===== src/canes_pkg.sv =====
// Constants, register map and types of the CAN error and status block.
// Assumes one 100 MHz clock shared with the protocol engine and the AHB-Lite bus.
// Contract
// - Writes to the error count register change nothing.
// - Error count register shows the live transmit and receive error counters.
// - Soft reset or core enable written zero clears both counters.
// - Entering bus off clears both counters.
// - In bus off, each run of 11 recessive bits adds one to receive count.
// - After 128 such runs go error active and clear both counters.
// - Receive count at bits 16-23, transmit count at 24-31, others zero.
// - Several errors at once set every matching flag.
// - Flag writes never set; writing one clears; flags otherwise sticky.
// - Core enable written zero clears all error flags.
// - Flags at 27 ack, 28 bit, 29 stuff, 30 form, 31 crc.
// - Acknowledge error sets the ack flag.
// - Sampled bit differing from transmitted bit sets the bit flag.
// - Stuff violation sets stuff flag; fixed-form field error sets form flag.
// - CRC error with corrupt delimiter sets form flag only.
// - Status bits: filter busy 20, tx full 21, priority full 22, state 23-24.
// - Filter busy set when a filter use bit is written zero.
// - Filter busy exists only with a nonzero filter count.
// - Tx queue full reads one exactly while the transmit FIFO has no room.
// - Priority slot full reads one while the priority buffer is occupied.
// - State field 00 config, 01 active, 11 passive, 10 bus off.
// - Warning reads one when either counter is at least 96.
// - Configuration indicator reads one in configuration mode, resets to one.
// - Soft reset returns control register to default; soft reset bit reads zero.
package canes_pkg;

  // Byte addresses on the register bus.
  localparam logic [7:0] CANES_SOFT_RESET_CONTROL_REG = 8'h00;
  localparam logic [7:0] CANES_ERROR_COUNT_REG        = 8'h10;
  localparam logic [7:0] CANES_ERROR_FLAG_REG         = 8'h14;
  localparam logic [7:0] CANES_CORE_STATE_REG         = 8'h18;

  // Documented bit n sits at hardware index 31-n.
  // msb-first numbering
  localparam int CANES_SOFT_RESET_BIT  = 0;
  localparam int CANES_CORE_ENABLE_BIT = 1;
  localparam int CANES_RX_COUNT_LSB    = 8;
  localparam int CANES_TX_COUNT_LSB    = 0;
  localparam int CANES_ACK_FLAG_BIT    = 4;
  localparam int CANES_BIT_FLAG_BIT    = 3;
  localparam int CANES_STUFF_FLAG_BIT  = 2;
  localparam int CANES_FORM_FLAG_BIT   = 1;
  localparam int CANES_CRC_FLAG_BIT    = 0;
  localparam int CANES_FILTER_BUSY_BIT = 11;
  localparam int CANES_TX_FULL_BIT     = 10;
  localparam int CANES_PRIO_FULL_BIT   = 9;
  localparam int CANES_FCS_LSB         = 7;
  localparam int CANES_WARNING_BIT     = 6;
  localparam int CANES_BUS_BUSY_BIT    = 5;
  localparam int CANES_BUS_IDLE_BIT    = 4;
  localparam int CANES_NORMAL_BIT      = 3;
  localparam int CANES_SLEEP_BIT       = 2;
  localparam int CANES_LOOPBACK_BIT    = 1;
  localparam int CANES_CONFIG_BIT      = 0;

  localparam logic [7:0] CANES_COUNT_RESET   = 8'h00;
  localparam logic [4:0] CANES_FLAGS_RESET   = 5'h00;
  localparam logic [7:0] CANES_WARN_LEVEL    = 8'h60;
  localparam logic [7:0] CANES_PASSIVE_LEVEL = 8'h80;
  localparam logic [7:0] CANES_RECOVER_LAST  = 8'h7F;
  localparam logic [3:0] CANES_RUN_LAST      = 4'hA;
  localparam int         CANES_NUM_FILTERS   = 4;

  localparam logic [1:0] CANES_FCS_CONFIG  = 2'h0;
  localparam logic [1:0] CANES_FCS_ACTIVE  = 2'h1;
  localparam logic [1:0] CANES_FCS_PASSIVE = 2'h3;
  localparam logic [1:0] CANES_FCS_BUSOFF  = 2'h2;

  typedef enum logic [1:0] {
    CANES_ST_CONFIG,
    CANES_ST_ACTIVE,
    CANES_ST_PASSIVE,
    CANES_ST_BUSOFF
  } canes_state_t;

endpackage


===== src/canes_top.sv =====
// Error counters, error type flags and core status of a CAN controller, with an AHB-Lite slave.
// Assumes the protocol engine and the bus master share hclk; engine inputs are synchronous.
`timescale 1ns/10ps
module canes_top
  import canes_pkg::*;
(
  input  wire logic        hclk,
  input  wire logic        hresetn,
  input  wire logic        hsel,
  input  wire logic [7:0]  haddr,
  input  wire logic [1:0]  htrans,
  input  wire logic        hwrite,
  input  wire logic [2:0]  hsize,
  input  wire logic [31:0] hwdata,
  input  wire logic        hready,
  output logic      [31:0] hrdata,
  output logic             hreadyout,
  output logic             hresp,
  input  wire logic        tx_err_add8,
  input  wire logic        tx_ok_sub1,
  input  wire logic        rx_err_add1,
  input  wire logic        rx_err_add8,
  input  wire logic        rx_ok_sub1,
  input  wire logic        sample_strobe,
  input  wire logic        sampled_bit,
  input  wire logic        tx_active,
  input  wire logic        tx_bit,
  input  wire logic        ack_error,
  input  wire logic        stuff_error,
  input  wire logic        form_error,
  input  wire logic        crc_error,
  input  wire logic        crc_delim_error,
  input  wire logic        filter_use_cleared,
  input  wire logic        filter_update_done,
  input  wire logic        tx_fifo_full,
  input  wire logic        prio_buf_full,
  input  wire logic        bus_busy,
  input  wire logic        bus_idle,
  input  wire logic        normal_mode,
  input  wire logic        sleep_mode,
  input  wire logic        loopback_mode,
  output logic             core_enable,
  output logic             filter_update_pending,
  output logic [1:0]       fault_confinement_state
);

  // ----------------------------------------------------------------
  // Bus slave
  // ----------------------------------------------------------------
  // Reads take one wait state so that the captured word already holds any
  // write that completed at the edge which took the read address.
  logic       aph_take;
  logic       wr_pend_q;
  logic [7:0] wr_addr_q;
  logic [7:0] rd_addr_q;
  logic       hreadyout_q;
  logic       hresp_q;
  logic [31:0] hrdata_q;
  logic [31:0] rdata_d;
  logic       wr_ctrl;
  logic       wr_flags;
  logic       sw_reset;
  logic       ena_clear;

  assign aph_take  = hsel && htrans[1] && hready;
  assign wr_ctrl   = wr_pend_q && (wr_addr_q == CANES_SOFT_RESET_CONTROL_REG);
  assign wr_flags  = wr_pend_q && (wr_addr_q == CANES_ERROR_FLAG_REG);
  assign sw_reset  = wr_ctrl && hwdata[CANES_SOFT_RESET_BIT];
  assign ena_clear = wr_ctrl && !hwdata[CANES_CORE_ENABLE_BIT];

  always_ff @(posedge hclk or negedge hresetn) begin
    if (!hresetn) begin
      wr_pend_q <= 1'b0;
      wr_addr_q <= 8'h00;
      rd_addr_q <= 8'h00;
    end else begin
      wr_pend_q <= aph_take && hwrite;
      if (aph_take) begin
        wr_addr_q <= {haddr[7:2], 2'b00};
        rd_addr_q <= {haddr[7:2], 2'b00};
      end
    end
  end

  always_ff @(posedge hclk or negedge hresetn) begin
    if (!hresetn) begin
      hreadyout_q <= 1'b1;
      hresp_q     <= 1'b0;
      hrdata_q    <= 32'h0000_0000;
    end else begin
      hreadyout_q <= !(aph_take && !hwrite);
      hresp_q     <= 1'b0;
      if (!hreadyout_q) begin
        hrdata_q <= rdata_d;
      end
    end
  end

  assign hrdata    = hrdata_q;
  assign hreadyout = hreadyout_q;
  assign hresp     = hresp_q;

  // ----------------------------------------------------------------
  // Soft reset control register
  // ----------------------------------------------------------------
  logic ena_q;

  always_ff @(posedge hclk or negedge hresetn) begin
    if (!hresetn) begin
      ena_q <= 1'b0;
    end else if (sw_reset) begin
      ena_q <= 1'b0;
    end else if (wr_ctrl) begin
      ena_q <= hwdata[CANES_CORE_ENABLE_BIT];
    end
  end

  assign core_enable = ena_q;

  // ----------------------------------------------------------------
  // Error counters and fault confinement
  // ----------------------------------------------------------------
  canes_state_t state_q;
  canes_state_t state_d;
  logic [7:0]   txc_q;
  logic [7:0]   txc_d;
  logic [7:0]   rxc_q;
  logic [7:0]   rxc_d;
  logic [3:0]   run_cnt_q;
  logic         run11;
  logic [8:0]   txc_sum;
  logic [8:0]   rxc_sum;

  assign run11 = (state_q == CANES_ST_BUSOFF) && sample_strobe && sampled_bit
                 && (run_cnt_q == CANES_RUN_LAST);

  always_ff @(posedge hclk or negedge hresetn) begin
    if (!hresetn) begin
      run_cnt_q <= 4'h0;
    end else if (state_q != CANES_ST_BUSOFF) begin
      run_cnt_q <= 4'h0;
    end else if (sample_strobe) begin
      run_cnt_q <= (!sampled_bit || run11) ? 4'h0 : run_cnt_q + 4'h1;
    end
  end

  always_comb begin
    state_d = state_q;
    txc_d   = txc_q;
    rxc_d   = rxc_q;
    txc_sum = {1'b0, txc_q};
    rxc_sum = {1'b0, rxc_q};
    if (tx_err_add8) begin
      txc_sum = txc_sum + 9'h008;
    end else if (tx_ok_sub1 && (txc_q != 8'h00)) begin
      txc_sum = txc_sum - 9'h001;
    end
    if (rx_err_add8) begin
      rxc_sum = rxc_sum + 9'h008;
    end else if (rx_err_add1) begin
      rxc_sum = rxc_sum + 9'h001;
    end else if (rx_ok_sub1 && (rxc_q != 8'h00)) begin
      rxc_sum = rxc_sum - 9'h001;
    end
    if (rxc_sum[8]) begin
      rxc_sum = 9'h0FF;
    end
    unique case (state_q)
      CANES_ST_CONFIG: begin
        if (ena_q) begin
          state_d = CANES_ST_ACTIVE;
        end
      end
      CANES_ST_ACTIVE, CANES_ST_PASSIVE: begin
        if (txc_sum[8]) begin
          state_d = CANES_ST_BUSOFF;
          txc_d   = CANES_COUNT_RESET;
          rxc_d   = CANES_COUNT_RESET;
        end else begin
          txc_d   = txc_sum[7:0];
          rxc_d   = rxc_sum[7:0];
          state_d = ((txc_d >= CANES_PASSIVE_LEVEL) || (rxc_d >= CANES_PASSIVE_LEVEL))
                    ? CANES_ST_PASSIVE : CANES_ST_ACTIVE;
        end
      end
      CANES_ST_BUSOFF: begin
        if (run11) begin
          if (rxc_q == CANES_RECOVER_LAST) begin
            state_d = CANES_ST_ACTIVE;
            txc_d   = CANES_COUNT_RESET;
            rxc_d   = CANES_COUNT_RESET;
          end else begin
            rxc_d = rxc_q + 8'h01;
          end
        end
      end
    endcase
  end

  always_ff @(posedge hclk or negedge hresetn) begin
    if (!hresetn) begin
      state_q <= CANES_ST_CONFIG;
      txc_q   <= CANES_COUNT_RESET;
      rxc_q   <= CANES_COUNT_RESET;
    end else if (sw_reset || ena_clear) begin
      state_q <= CANES_ST_CONFIG;
      txc_q   <= CANES_COUNT_RESET;
      rxc_q   <= CANES_COUNT_RESET;
    end else begin
      state_q <= state_d;
      txc_q   <= txc_d;
      rxc_q   <= rxc_d;
    end
  end

  logic [1:0] fcs_code;

  always_comb begin
    unique case (state_q)
      CANES_ST_CONFIG:  fcs_code = CANES_FCS_CONFIG;
      CANES_ST_ACTIVE:  fcs_code = CANES_FCS_ACTIVE;
      CANES_ST_PASSIVE: fcs_code = CANES_FCS_PASSIVE;
      CANES_ST_BUSOFF:  fcs_code = CANES_FCS_BUSOFF;
    endcase
  end

  logic [1:0] fcs_q;

  always_ff @(posedge hclk or negedge hresetn) begin
    if (!hresetn) begin
      fcs_q <= CANES_FCS_CONFIG;
    end else begin
      fcs_q <= fcs_code;
    end
  end

  assign fault_confinement_state = fcs_q;

  // ----------------------------------------------------------------
  // Error type flags
  // ----------------------------------------------------------------
  logic [4:0] flags_q;
  logic [4:0] flag_set;
  logic       bit_mismatch;

  assign bit_mismatch = sample_strobe && tx_active && (sampled_bit != tx_bit);

  always_comb begin
    flag_set                       = 5'h00;
    flag_set[CANES_ACK_FLAG_BIT]   = ack_error;
    flag_set[CANES_BIT_FLAG_BIT]   = bit_mismatch;
    flag_set[CANES_STUFF_FLAG_BIT] = stuff_error;
    flag_set[CANES_FORM_FLAG_BIT]  = form_error || crc_delim_error;
    flag_set[CANES_CRC_FLAG_BIT]   = crc_error && !crc_delim_error;
  end

  always_ff @(posedge hclk or negedge hresetn) begin
    if (!hresetn) begin
      flags_q <= CANES_FLAGS_RESET;
    end else if (sw_reset || ena_clear) begin
      flags_q <= CANES_FLAGS_RESET;
    end else if (wr_flags) begin
      flags_q <= (flags_q & ~hwdata[4:0]) | flag_set;
    end else begin
      flags_q <= flags_q | flag_set;
    end
  end

  // ----------------------------------------------------------------
  // Filter busy
  // ----------------------------------------------------------------
  logic fbusy_q;

  generate
    if (CANES_NUM_FILTERS != 0) begin : g_fbusy
      always_ff @(posedge hclk or negedge hresetn) begin
        if (!hresetn) begin
          fbusy_q <= 1'b0;
        end else if (filter_use_cleared) begin
          fbusy_q <= 1'b1;
        end else if (filter_update_done) begin
          fbusy_q <= 1'b0;
        end
      end
    end else begin : g_nofbusy
      always_ff @(posedge hclk or negedge hresetn) begin
        if (!hresetn) begin
          fbusy_q <= 1'b0;
        end else begin
          fbusy_q <= 1'b0;
        end
      end
    end
  endgenerate

  assign filter_update_pending = fbusy_q;

  // ----------------------------------------------------------------
  // Read data
  // ----------------------------------------------------------------
  always_comb begin
    rdata_d = 32'h0000_0000;
    unique case (rd_addr_q)
      CANES_SOFT_RESET_CONTROL_REG: begin
        rdata_d[CANES_CORE_ENABLE_BIT] = ena_q;
      end
      CANES_ERROR_COUNT_REG: begin
        rdata_d[CANES_RX_COUNT_LSB +: 8] = rxc_q;
        rdata_d[CANES_TX_COUNT_LSB +: 8] = txc_q;
      end
      CANES_ERROR_FLAG_REG: begin
        rdata_d[4:0] = flags_q;
      end
      CANES_CORE_STATE_REG: begin
        rdata_d[CANES_FILTER_BUSY_BIT] = fbusy_q;
        rdata_d[CANES_TX_FULL_BIT]     = tx_fifo_full;
        rdata_d[CANES_PRIO_FULL_BIT]   = prio_buf_full;
        rdata_d[CANES_FCS_LSB +: 2]    = fcs_code;
        rdata_d[CANES_WARNING_BIT]     = (txc_q >= CANES_WARN_LEVEL)
                                         || (rxc_q >= CANES_WARN_LEVEL);
        rdata_d[CANES_BUS_BUSY_BIT]    = bus_busy;
        rdata_d[CANES_BUS_IDLE_BIT]    = bus_idle;
        rdata_d[CANES_NORMAL_BIT]      = normal_mode;
        rdata_d[CANES_SLEEP_BIT]       = sleep_mode;
        rdata_d[CANES_LOOPBACK_BIT]    = loopback_mode;
        rdata_d[CANES_CONFIG_BIT]      = (state_q == CANES_ST_CONFIG);
      end
      default: begin
        rdata_d = 32'h0000_0000;
      end
    endcase
  end

  logic engine_quiet;
  assign engine_quiet = !(tx_err_add8 || tx_ok_sub1 || rx_err_add1 || rx_err_add8
                          || rx_ok_sub1 || run11);
endmodule


===== config.mk =====
export PLATFORM = sky130hd
export DESIGN_NAME = canes_top
export DESIGN_NICKNAME = d
export VERILOG_FILES = /design/src/canes_pkg.sv /design/src/canes_top.sv
export SDC_FILE = /design/constraint.sdc
export NUM_CORES = 1
export LEC_CHECK = 0
export BUFFER_PORTS_ARGS = -buffer_cell sky130_fd_sc_hd__buf_2
export CELL_PAD_IN_SITES_DETAIL_PLACEMENT = 1
export CELL_PAD_IN_SITES_GLOBAL_PLACEMENT = 1
export CORE_ASPECT_RATIO = 0.7
export CORE_MARGIN = 5
export CORE_UTILIZATION = 34
export DETAILED_ROUTE_END_ITERATION = 8
export PLACE_DENSITY = 0.76
export SLEW_MARGIN = 10
export SYNTH_ARGS = -nofsm -noshare
export SYNTH_HDL_FRONTEND = slang
export SYNTH_SLANG_ARGS = --single-unit

===== constraint.sdc =====
create_clock -name hclk -period 3 [get_ports hclk]
set_input_delay 0.75 -clock hclk [delete_from_list [all_inputs] [get_ports hclk]]
set_output_delay 0.75 -clock hclk [all_outputs]
set_load 0.03 [all_outputs]

After elaboration in Yosys (flattened, before gate mapping) --
Index checks and enable logic that the tools add are counted.
Operators by class: $mul 0, equality and inequality tests 13, bitwise logic cells 4, muxes and demuxes 38, reduce and logical (&&, ||, !) cells 38, shift operators 0, magnitude comparators 4, divide/modulo/power cells 0, $add $sub $neg 7
Operators by type and width (number):
- 8-bit 2-to-1 mux | 9
- 9-bit 2-to-1 mux | 5
- 8-bit case mux with 2 select lines | 2
- 8-bit by 4-bit adder with 9-bit output, second input constant | 2
- 6-bit by 3-bit equality test with 1-bit output, second input constant | 3
- 8-bit by 1-bit subtractor with 9-bit output, second input constant | 2
- 8-bit by 7-bit >= comparator with 1-bit output, second input constant | 2
- 8-bit >= comparator, second input constant | 2
- 1-bit logical AND | 16
- 4-bit 2-to-1 mux | 4
- 8-bit nonzero test | 2
- 7-bit case mux with 2 select lines | 1
- 2-bit 2-to-1 mux | 6
- 5-bit 2-to-1 mux | 2
- 5-bit bitwise OR | 2
- 8-bit by 1-bit adder with 9-bit output, second input constant | 1
- 3-bit case mux with 3 select lines | 1
- 8-bit by 1-bit adder with 8-bit output, second input constant | 1
- 8-bit by 7-bit equality test with 1-bit output, second input constant | 1
- 8-bit zero test | 1
- 2-bit case mux with 4 select lines | 1
- 2-bit case mux with 3 select lines | 1
- 3-bit AND reduction | 2
- 2-bit nonzero test | 3
- other kinds (20) | 32
Word-level totals: word-level logic and storage cells 116, memories kept 0, input bits 73, memory bits (writable) 0, register bits after elaboration 55, output and inout port bits 38, memory bits (read-only) 0, bits in latches 0

Logic depth before layout (Yosys ltp) --
Gate-level depths: netlist of run 1.
word-level depth 12, mapped depth 9, depth with buffers taken out 8

Worst setup path before layout of run 1 --
Ideal clock, no wire load.
path type input to register, start point in sampled_bit, end point reg state_q[1], path buffers 0, cell stages on the path 5, data arrival time 2.043 ns, path slack 0.846 ns, data required time 2.889 ns, cell sequence nand3_4 > or3_4 > o31ai_1 > o21ai_0 > a2111oi_2
Between the ends: longest elaborated chain between the ends 4
Ends and longest elaborated chain:
- start: declaration | line canes_top.sv:25 | input wire logic sampled_bit,
- 1-bit logical AND | line canes_top.sv:134 | assign run11 = (state_q == CANES_ST_BUSOFF) && sample_strobe && sampled_bit
- 1-bit logical AND | line canes_top.sv:135 | && (run_cnt_q == CANES_RUN_LAST);
- 3-bit by 2-bit inequality test with 1-bit output (no source line)
- 3-bit AND reduction (no source line)
- end signal: assignment | line canes_top.sv:210 | state_q <= state_d;
- end: declaration | line canes_top.sv:123 | canes_state_t state_q;
No other way between the ends. A chain may end at the register's enable or synchronous reset.

Worst setup path in the final report of run 1 --
start point reg rxc_q[1], end point reg txc_q[1]
Between the ends: longest elaborated chain between the ends 3
Ends and longest elaborated chain:
- start: declaration | line canes_top.sv:127 | logic [7:0] rxc_q;
- start signal: assignment | line canes_top.sv:212 | rxc_q <= rxc_d;
- 8-bit by 7-bit equality test with 1-bit output | line canes_top.sv:188 | if (rxc_q == CANES_RECOVER_LAST) begin
- 3-bit by 1-bit inequality test with 1-bit output (no source line)
- 3-bit AND reduction (no source line)
- end signal: assignment | line canes_top.sv:211 | txc_q <= txc_d;
- end: declaration | line canes_top.sv:125 | logic [7:0] txc_q;
No other way between the ends.

==> results of run 1 <==
[per-layer routing]
layer | GRT usage (%) | up-vias | wire length, um
li1 | - | 1504 | -
met1 | 23.25 | 1582 | 5213
met2 | 26.98 | 71 | 4715
met3 | 3.710 | 10 | 501
met4 | 3.767 | 0 | 88
met5 | 0 | - | 0
[stage by stage]
stage	cell area, um^2	setup slack [ns]	util, %
6_report	4133	0.4937	39.91
2_1_floorplan	3674	0.8459	-
4_1_cts	4133	0.5130	39.91
3_3_place_gp	3966	0.5908	38.30
5_1_grt	4133	0.3379	39.91
3_5_place_dp	3966	0.5372	38.30
[synth_stat cells, drive strengths merged, types with 3 or more instances]
cell / number
a211oi: 4
a21o: 3
a21oi: 13
a22o: 4
a22oi: 9
and2: 3
and3: 8
buf: 25
clkbuf: 13
dfrtp: 54
ha: 13
inv: 19
mux2: 9
mux2i: 6
nand2: 49
nand2b: 7
nand3: 14
nand4: 3
nor2: 31
nor2b: 6
nor3: 13
nor4b: 4
o21ai: 35
o22ai: 7
o31ai: 3
xnor2: 10
[layout by cell type (no fill, tap or decap), types with 2 or more instances in the layout]
cell | Yosys | final
o31ai_1 | 3 | 3
a41oi_1 | 2 | 2
xnor2_1 | 10 | 10
inv_1 | 19 | 19
a21o_1 | 3 | 3
nor3_1 | 12 | 12
nand2b_1 | 7 | 7
nand4b_1 | 2 | 2
o21ai_2 | 2 | 2
a32oi_1 | 2 | 2
nor2b_1 | 6 | 6
nor2_1 | 31 | 31
a21oi_1 | 12 | 12
nand4_1 | 3 | 3
buf_4 | 19 | 9
xor2_1 | 2 | 2
mux2i_1 | 6 | 6
a22o_1 | 4 | 4
o22ai_1 | 7 | 7
buf_2 | 3 | 60
nor3b_1 | 2 | 2
conb_1 | 1 | 17
mux2_2 | 8 | 8
nand2_1 | 49 | 49
dfrtp_1 | 54 | 54
ha_1 | 13 | 13
and2_1 | 3 | 3
and3_1 | 8 | 8
nor4b_1 | 3 | 3
o21ai_1 | 2 | 2
nand3_1 | 12 | 12
nor4_1 | 2 | 2
a22oi_1 | 9 | 9
clkbuf_16 | 0 | 5
a211oi_1 | 4 | 4
o21ai_0 | 31 | 31
[critical path: cells and delay by family (launching register included)]
family / cells / cell delay, ns
flops: 1 / 0.54
compound gates: 3 / 0.84
fa+ha+maj: 1 / 0.36
simple gates: 3 / 0.66
[flip-flops by register name, indices dropped and copies added, names as in the netlist]
name                     cells
state_q                      2
rxc_q                        8
run_cnt_q                    4
hrdata                      16
hreadyout                    1
rd_addr_q                    6
core_enable                  1
fault_confinement_state      2
flags_q                      5
txc_q                        8
wr_pend_q                    1
filter_update_pending        1
[kinds of logic (layout without fill, tap and decap cells)]
family	Yosys count	in the layout	synth area share, %
simple gates	152	152	22.20
compound gates	97	97	19.08
buf+inv	57	96	8.622
flops	55	55	38.12
mux	15	15	4.467
fa+ha+maj	13	13	4.501
xor+xnor	12	12	2.909
other cells	1	17	0.1038
[final cells by class]
class | count | area, um^2
Fill cell | 1225 | 6223
Multi-Input combinational cell | 306 | 1984
Sequential cell | 55 | 1378
Timing Repair Buffer | 69 | 367.9
Tap cell | 132 | 165.2
Clock buffer | 6 | 128.9
Inverter | 19 | 71.32
Clock inverter | 2 | 37.54
[power breakdown]
part / internal, mW / switching [mW]
clock network: 0.395 / 0.274
registers: 0.909 / 0.316
logic: 0.683 / 0.992
[worst paths after layout]
kind / startpoint / to / slack [ns] / depth (start not counted)
max in group asynchronous: hresetn / hreadyout$_DFF_PN1_ / 1.81 / 2
hold / removal: hresetn / hrdata[15]$_DFFE_PN0N_ / 0.46 / 1
min in group hclk: hrdata[14]$_DFFE_PN0N_ / hrdata[14]$_DFFE_PN0N_ / 0.48 / 2
hold reg to reg: hrdata[14]$_DFFE_PN0N_ / hrdata[14]$_DFFE_PN0N_ / 0.48 / 2
setup reg to reg: rxc_q[1]$_DFFE_PN0P_ / txc_q[1]$_DFFE_PN0P_ / 0.49 / 7
setup / recovery: rxc_q[1]$_DFFE_PN0P_ / txc_q[1]$_DFFE_PN0P_ / 0.49 / 7
==> impl_results.md, run 1 <==
- Yosys reg bits: 55
- Top-Level Pins: 111
- Worst-Skew Late Latency: 0.30 ns
- Nets: 542
- Cell count after synthesis: 402
- Worst path cell trace: ha_1 -> nand4b_1 -> o21ai_2 -> a21oi_2 -> and4bb_1 -> nor2_1 -> a211oi_1
- Worst EP arrival: 2.70 ns
- CTS max path bufs: 2
- Minimum clock period: 2.506 ns
- Vias per std cell: 5.377
- Maxcap violations: 0
- Share of layout cells above drive strength 1: 22.32%
- Max_slew headroom: 60.12%
- CTS resizes: 0
- Area leader, netlist: dfrtp_1
- Port bufs: 60
- Number of global-route vias before repair: 3,346
- Initial drt markers: 185
- Largest cells by area after synthesis: dfrtp_1 37%, nand2_1 5.1%, ha_1 4.5%
- Initial Utilization: 34.89%
- Routed via count: 3,167
- Residual DRC count: 0
- Placer Congestion: 0.9167
- Clk sinks: 55
- Area Overhead vs Synth: 14.37%
- Hold-fix buffers, CTS: 0
- Clock skew: 0.007081 ns
- Dpl cells: 581
- Largest net degree at the start of global routing: 30
- CP max-delay cell: dfrtp_1
- Required time worst endpoint: 3.19 ns
- Setup TNS: 0 ns
- RSZ-0062 raised after global routing: no
- DIE HEIGHT: 96.25 um
- Slew Limit Fails: 0
- Ys Warns: 0
- First-pass GRT wire length: 17.18 mm
- Period utilisation layout: 83.54%
- Final setup vio count: 0
- Outcome: completed
- Crit-path max cell delay: 0.54 ns
- Post-synth EDFFs: 0
- # H-tree levels: 2
- Per-cell routed wire length: 17.86 um
- Congestion Overflow GR: 0
- Post-Syn Area per Cell: 8.989 um^2
- Setup bufs post-CTS: 0
- Critical path endpoint category: register
- Hold Slack: 0.4553 ns
- VDD IR max: 361.0 uV
- Worst Tran Pin Value: 0.5981 ns
- WL final: 10.52 mm
- Die Width: 133.2 um
- Setup CP Type: reg -> reg
- Startpoint class of the critical path: register
- Lkg Pwr: 1.847 nW
- Core Region: 10,360 um^2
- Ant diodes: 0
- TritonCTS Buffers: 5
- Hold WC Path Type: in -> async
- Netlist Area Pre-Place: 3613 um^2
- Fin. Hold Viols: 0
- DRT Pass-1 Iters: 4
- Seq/Total Area, Yosys: 38.12%
- GRT Resource Usage Total: 16.76%
- HPWL Detailed: 8.337 mm
- Num rows: 31
- Synth unique cells: 67
- Max Fclk: 0.3990 GHz
- CTS clk-pin slew, worst paths: 0.07 ns
- Main synth FF type: dfrtp_1
- Initial antenna violation count: 0
- Yosys top cell area share: 37.40%
- Clk root buf: clkbuf_16
- Routed Antenna Nets: 0
- Pwr/cell area: 863.5 nW/um^2
- CTS tree: done
- Pwr Total: 3.568 mW
- Post-Layout Cell Count: 589
- Ys async rst share: 100.0%
- Die area: 12,820 um^2
- Worst Path Max Fanout: 9
Note: power is estimated with default switching activity, not from simulation.
==> run 2, diff against run 1 <==
Settings changed: PLACE_DENSITY 0.76 to 0.79.
Clock period 3 ns to 2.1 ns, I/O delays scaled along.
==> run 2 against run 1 <==
Against the previous run:
- worst hold slack worse by 0.26 ns
- first-iteration DRC count is 8.1% lower
- routed wire length is 13% higher
- cell area is 13% higher
- sequential share of layout area is 3.6 points lower
- clock power is 46% higher
- critical path depth is 1 higher
- largest power group unchanged
==> impl_results.md, run 2 (synthesis results as in run 1) <==
- Worst-Skew Late Latency: 0.30 ns
- Lkg Pwr: 2.113 nW
- Startpoint class of the critical path: register
- # H-tree levels: 2
- RR Endpoint: state_q[1]$_DFFE_PN0P_
- Initial drt markers: 170
- Clk network pwr share: 16.3%
- WL final: 11.88 mm
- Hold WC Path Type: in -> async
- Worst Path Max Fanout: 5
- Largest net degree at the start of global routing: 36
- Clock skew: 0.009833 ns
- Routed Antenna Nets: 0
- Pwr/cell area: 1279 nW/um^2
- Clk root buf: clkbuf_16
- Initial Utilization: 34.89%
- CTS tree: done
- CP max-delay cell: or4b_4
- Dpl cell area: 4297 um^2
- Pwr Total: 5.959 mW
- Vias per std cell: 5.266
- Worst path cell trace: inv_2 -> ha_4 -> or4b_4 -> o21ai_4 -> o311ai_4 -> o21ai_2 -> o2111a_1 -> a2111oi_4
- Register area: 1384 um^2
- Commonest non-fill, non-tap cells in the layout: 60 x buf_2, 58 x buf_4, 49 x nand2_1, 49 x dfrtp_1, 30 x nor2_1
- Maxcap violations: 0
- CTS clk-pin slew, worst paths: 0.08 ns
- Core Region: 10,360 um^2
- Hold Slack: 0.1904 ns
- Congestion Overflow GR: 0
- DRT Pass-1 Iters: 4
- Hold-fix buffers, CTS: 0
- R2R Setup Slk: 0.008 ns
- Pint: 3.360 mW
- HPWL Detailed: 8.758 mm
- RSZ-0062 raised after global routing: yes
- Final setup vio count: 0
- CTS max path bufs: 2
- Dpl cells: 625
- Worst EP arrival: 2.27 ns
- Residual DRC count: 0
- Nets: 592
- Share of power burned in registers: 26.5%
- Worst r2r src: rxc_q[3]$_DFFE_PN0P_
- First-pass GRT wire length: 19.08 mm
- P_sw: 2.599 mW
- Max reg flops: 16
- Cell area after layout: 4657 um^2
- Period utilisation layout: 99.63%
- Most common cell after layout, fill and taps aside: buf_2
- Number of global-route vias before repair: 3,593
- Net Sw Frac: 43.61%
- Die Width: 133.2 um
- Minimum clock period: 2.092 ns
- Outcome: completed
- Reg2reg path depth: 8
- WP buf/inv: 1
- Slew Limit Fails: 0
- Setup CP Type: reg -> reg
- Share of layout cells above drive strength 1: 34.91%
- Critical path endpoint category: register
- Routed via count: 3,365
- Setup TNS: 0 ns
- Area Overhead vs Synth: 28.88%
- Combinational share of power: 57.1%
- Filler Cells Inserted: 1,246
- GRT Resource Usage Total: 18.72%
- Placer Congestion: 0.9188
- Top-Level Pins: 111
- Required time worst endpoint: 2.28 ns
- Initial antenna violation count: 0
- Max Fclk: 0.4780 GHz
- Clk sinks: 55
- Fin. Hold Viols: 0
- DIE HEIGHT: 96.25 um
- Per-cell routed wire length: 18.58 um
- Setup crit start: rxc_q[3]$_DFFE_PN0P_
- Crit-path max cell delay: 0.47 ns
- Num rows: 31
- Multi-input logic area: 2123 um^2
- TritonCTS Buffers: 5
- Post-Layout Cell Count: 639
- VDD IR max: 474.8 uV
- Ant diodes: 0
- Port bufs: 60
- CP delay by family, top: compound AO/OA/AOI/OAI gates
- Die area: 12,820 um^2
[run 2: layer usage]
| layer | up-vias | global-route usage [%] | share of wire, % |
|---|---|---|---|
| met4 | 0 | 4.366 | 1.1 |
| li1 | 1601 | - | - |
| met5 | - | 0 | 0 |
| met2 | 81 | 30.53 | 46 |
| met3 | 10 | 3.292 | 4.7 |
| met1 | 1673 | 26.12 | 48 |
[run 2: area by class of cell]
type	count	share of cell area [%]
Inverter	19	1.531
Clock inverter	2	0.8060
Multi-Input combinational cell	306	45.59
Tap cell	132	3.546
Clock buffer	6	2.767
Sequential cell	55	29.72
Timing Repair Buffer	119	16.04
[run 2: metrics by stage]
step	util [%]	setup slack, ns
5_1_grt	44.97	-0.08428
4_1_cts	43.97	-0.0005209
3_3_place_gp	41.49	-0.1299
6_report	44.97	0.007835
2_1_floorplan	-	0.02966
3_5_place_dp	41.49	-0.1592
[run 2: worst max-delay path by stage]
stage	to	slack, ns	cells past startpoint
final	state_q[1]$_DFFE_PN0P_	0.008	8
after floorplan	rxc_q[7]$_DFFE_PN0P_	0.03	9
after CTS	state_q[0]$_DFFE_PN0P_	-0.0005	8
after detailed placement	rxc_q[2]$_DFFE_PN0P_	-0.16	7
after global placement	rxc_q[1]$_DFFE_PN0P_	-0.13	7
after global routing	rxc_q[6]$_DFFE_PN0P_	-0.08	9
[run 2: what timing repair did]
action | in CTS | in global routing
endpoints found under the setup margin | 11 | 14
setup buffers | 3 | 3
resized for setup | 18 | 19
pin swaps | 4 | 4
[run 2: power by group through the flow]
stage	registers, mW	clock network [mW]	logic, mW
2_1_floorplan	1.59	0	1.85
5_1_grt	1.61	1.05	3.68
3_3_place_gp	1.56	0	2.87
6_report	1.58	0.974	3.40
4_1_cts	1.56	0.992	3.18
3_5_place_dp	1.57	0	2.99
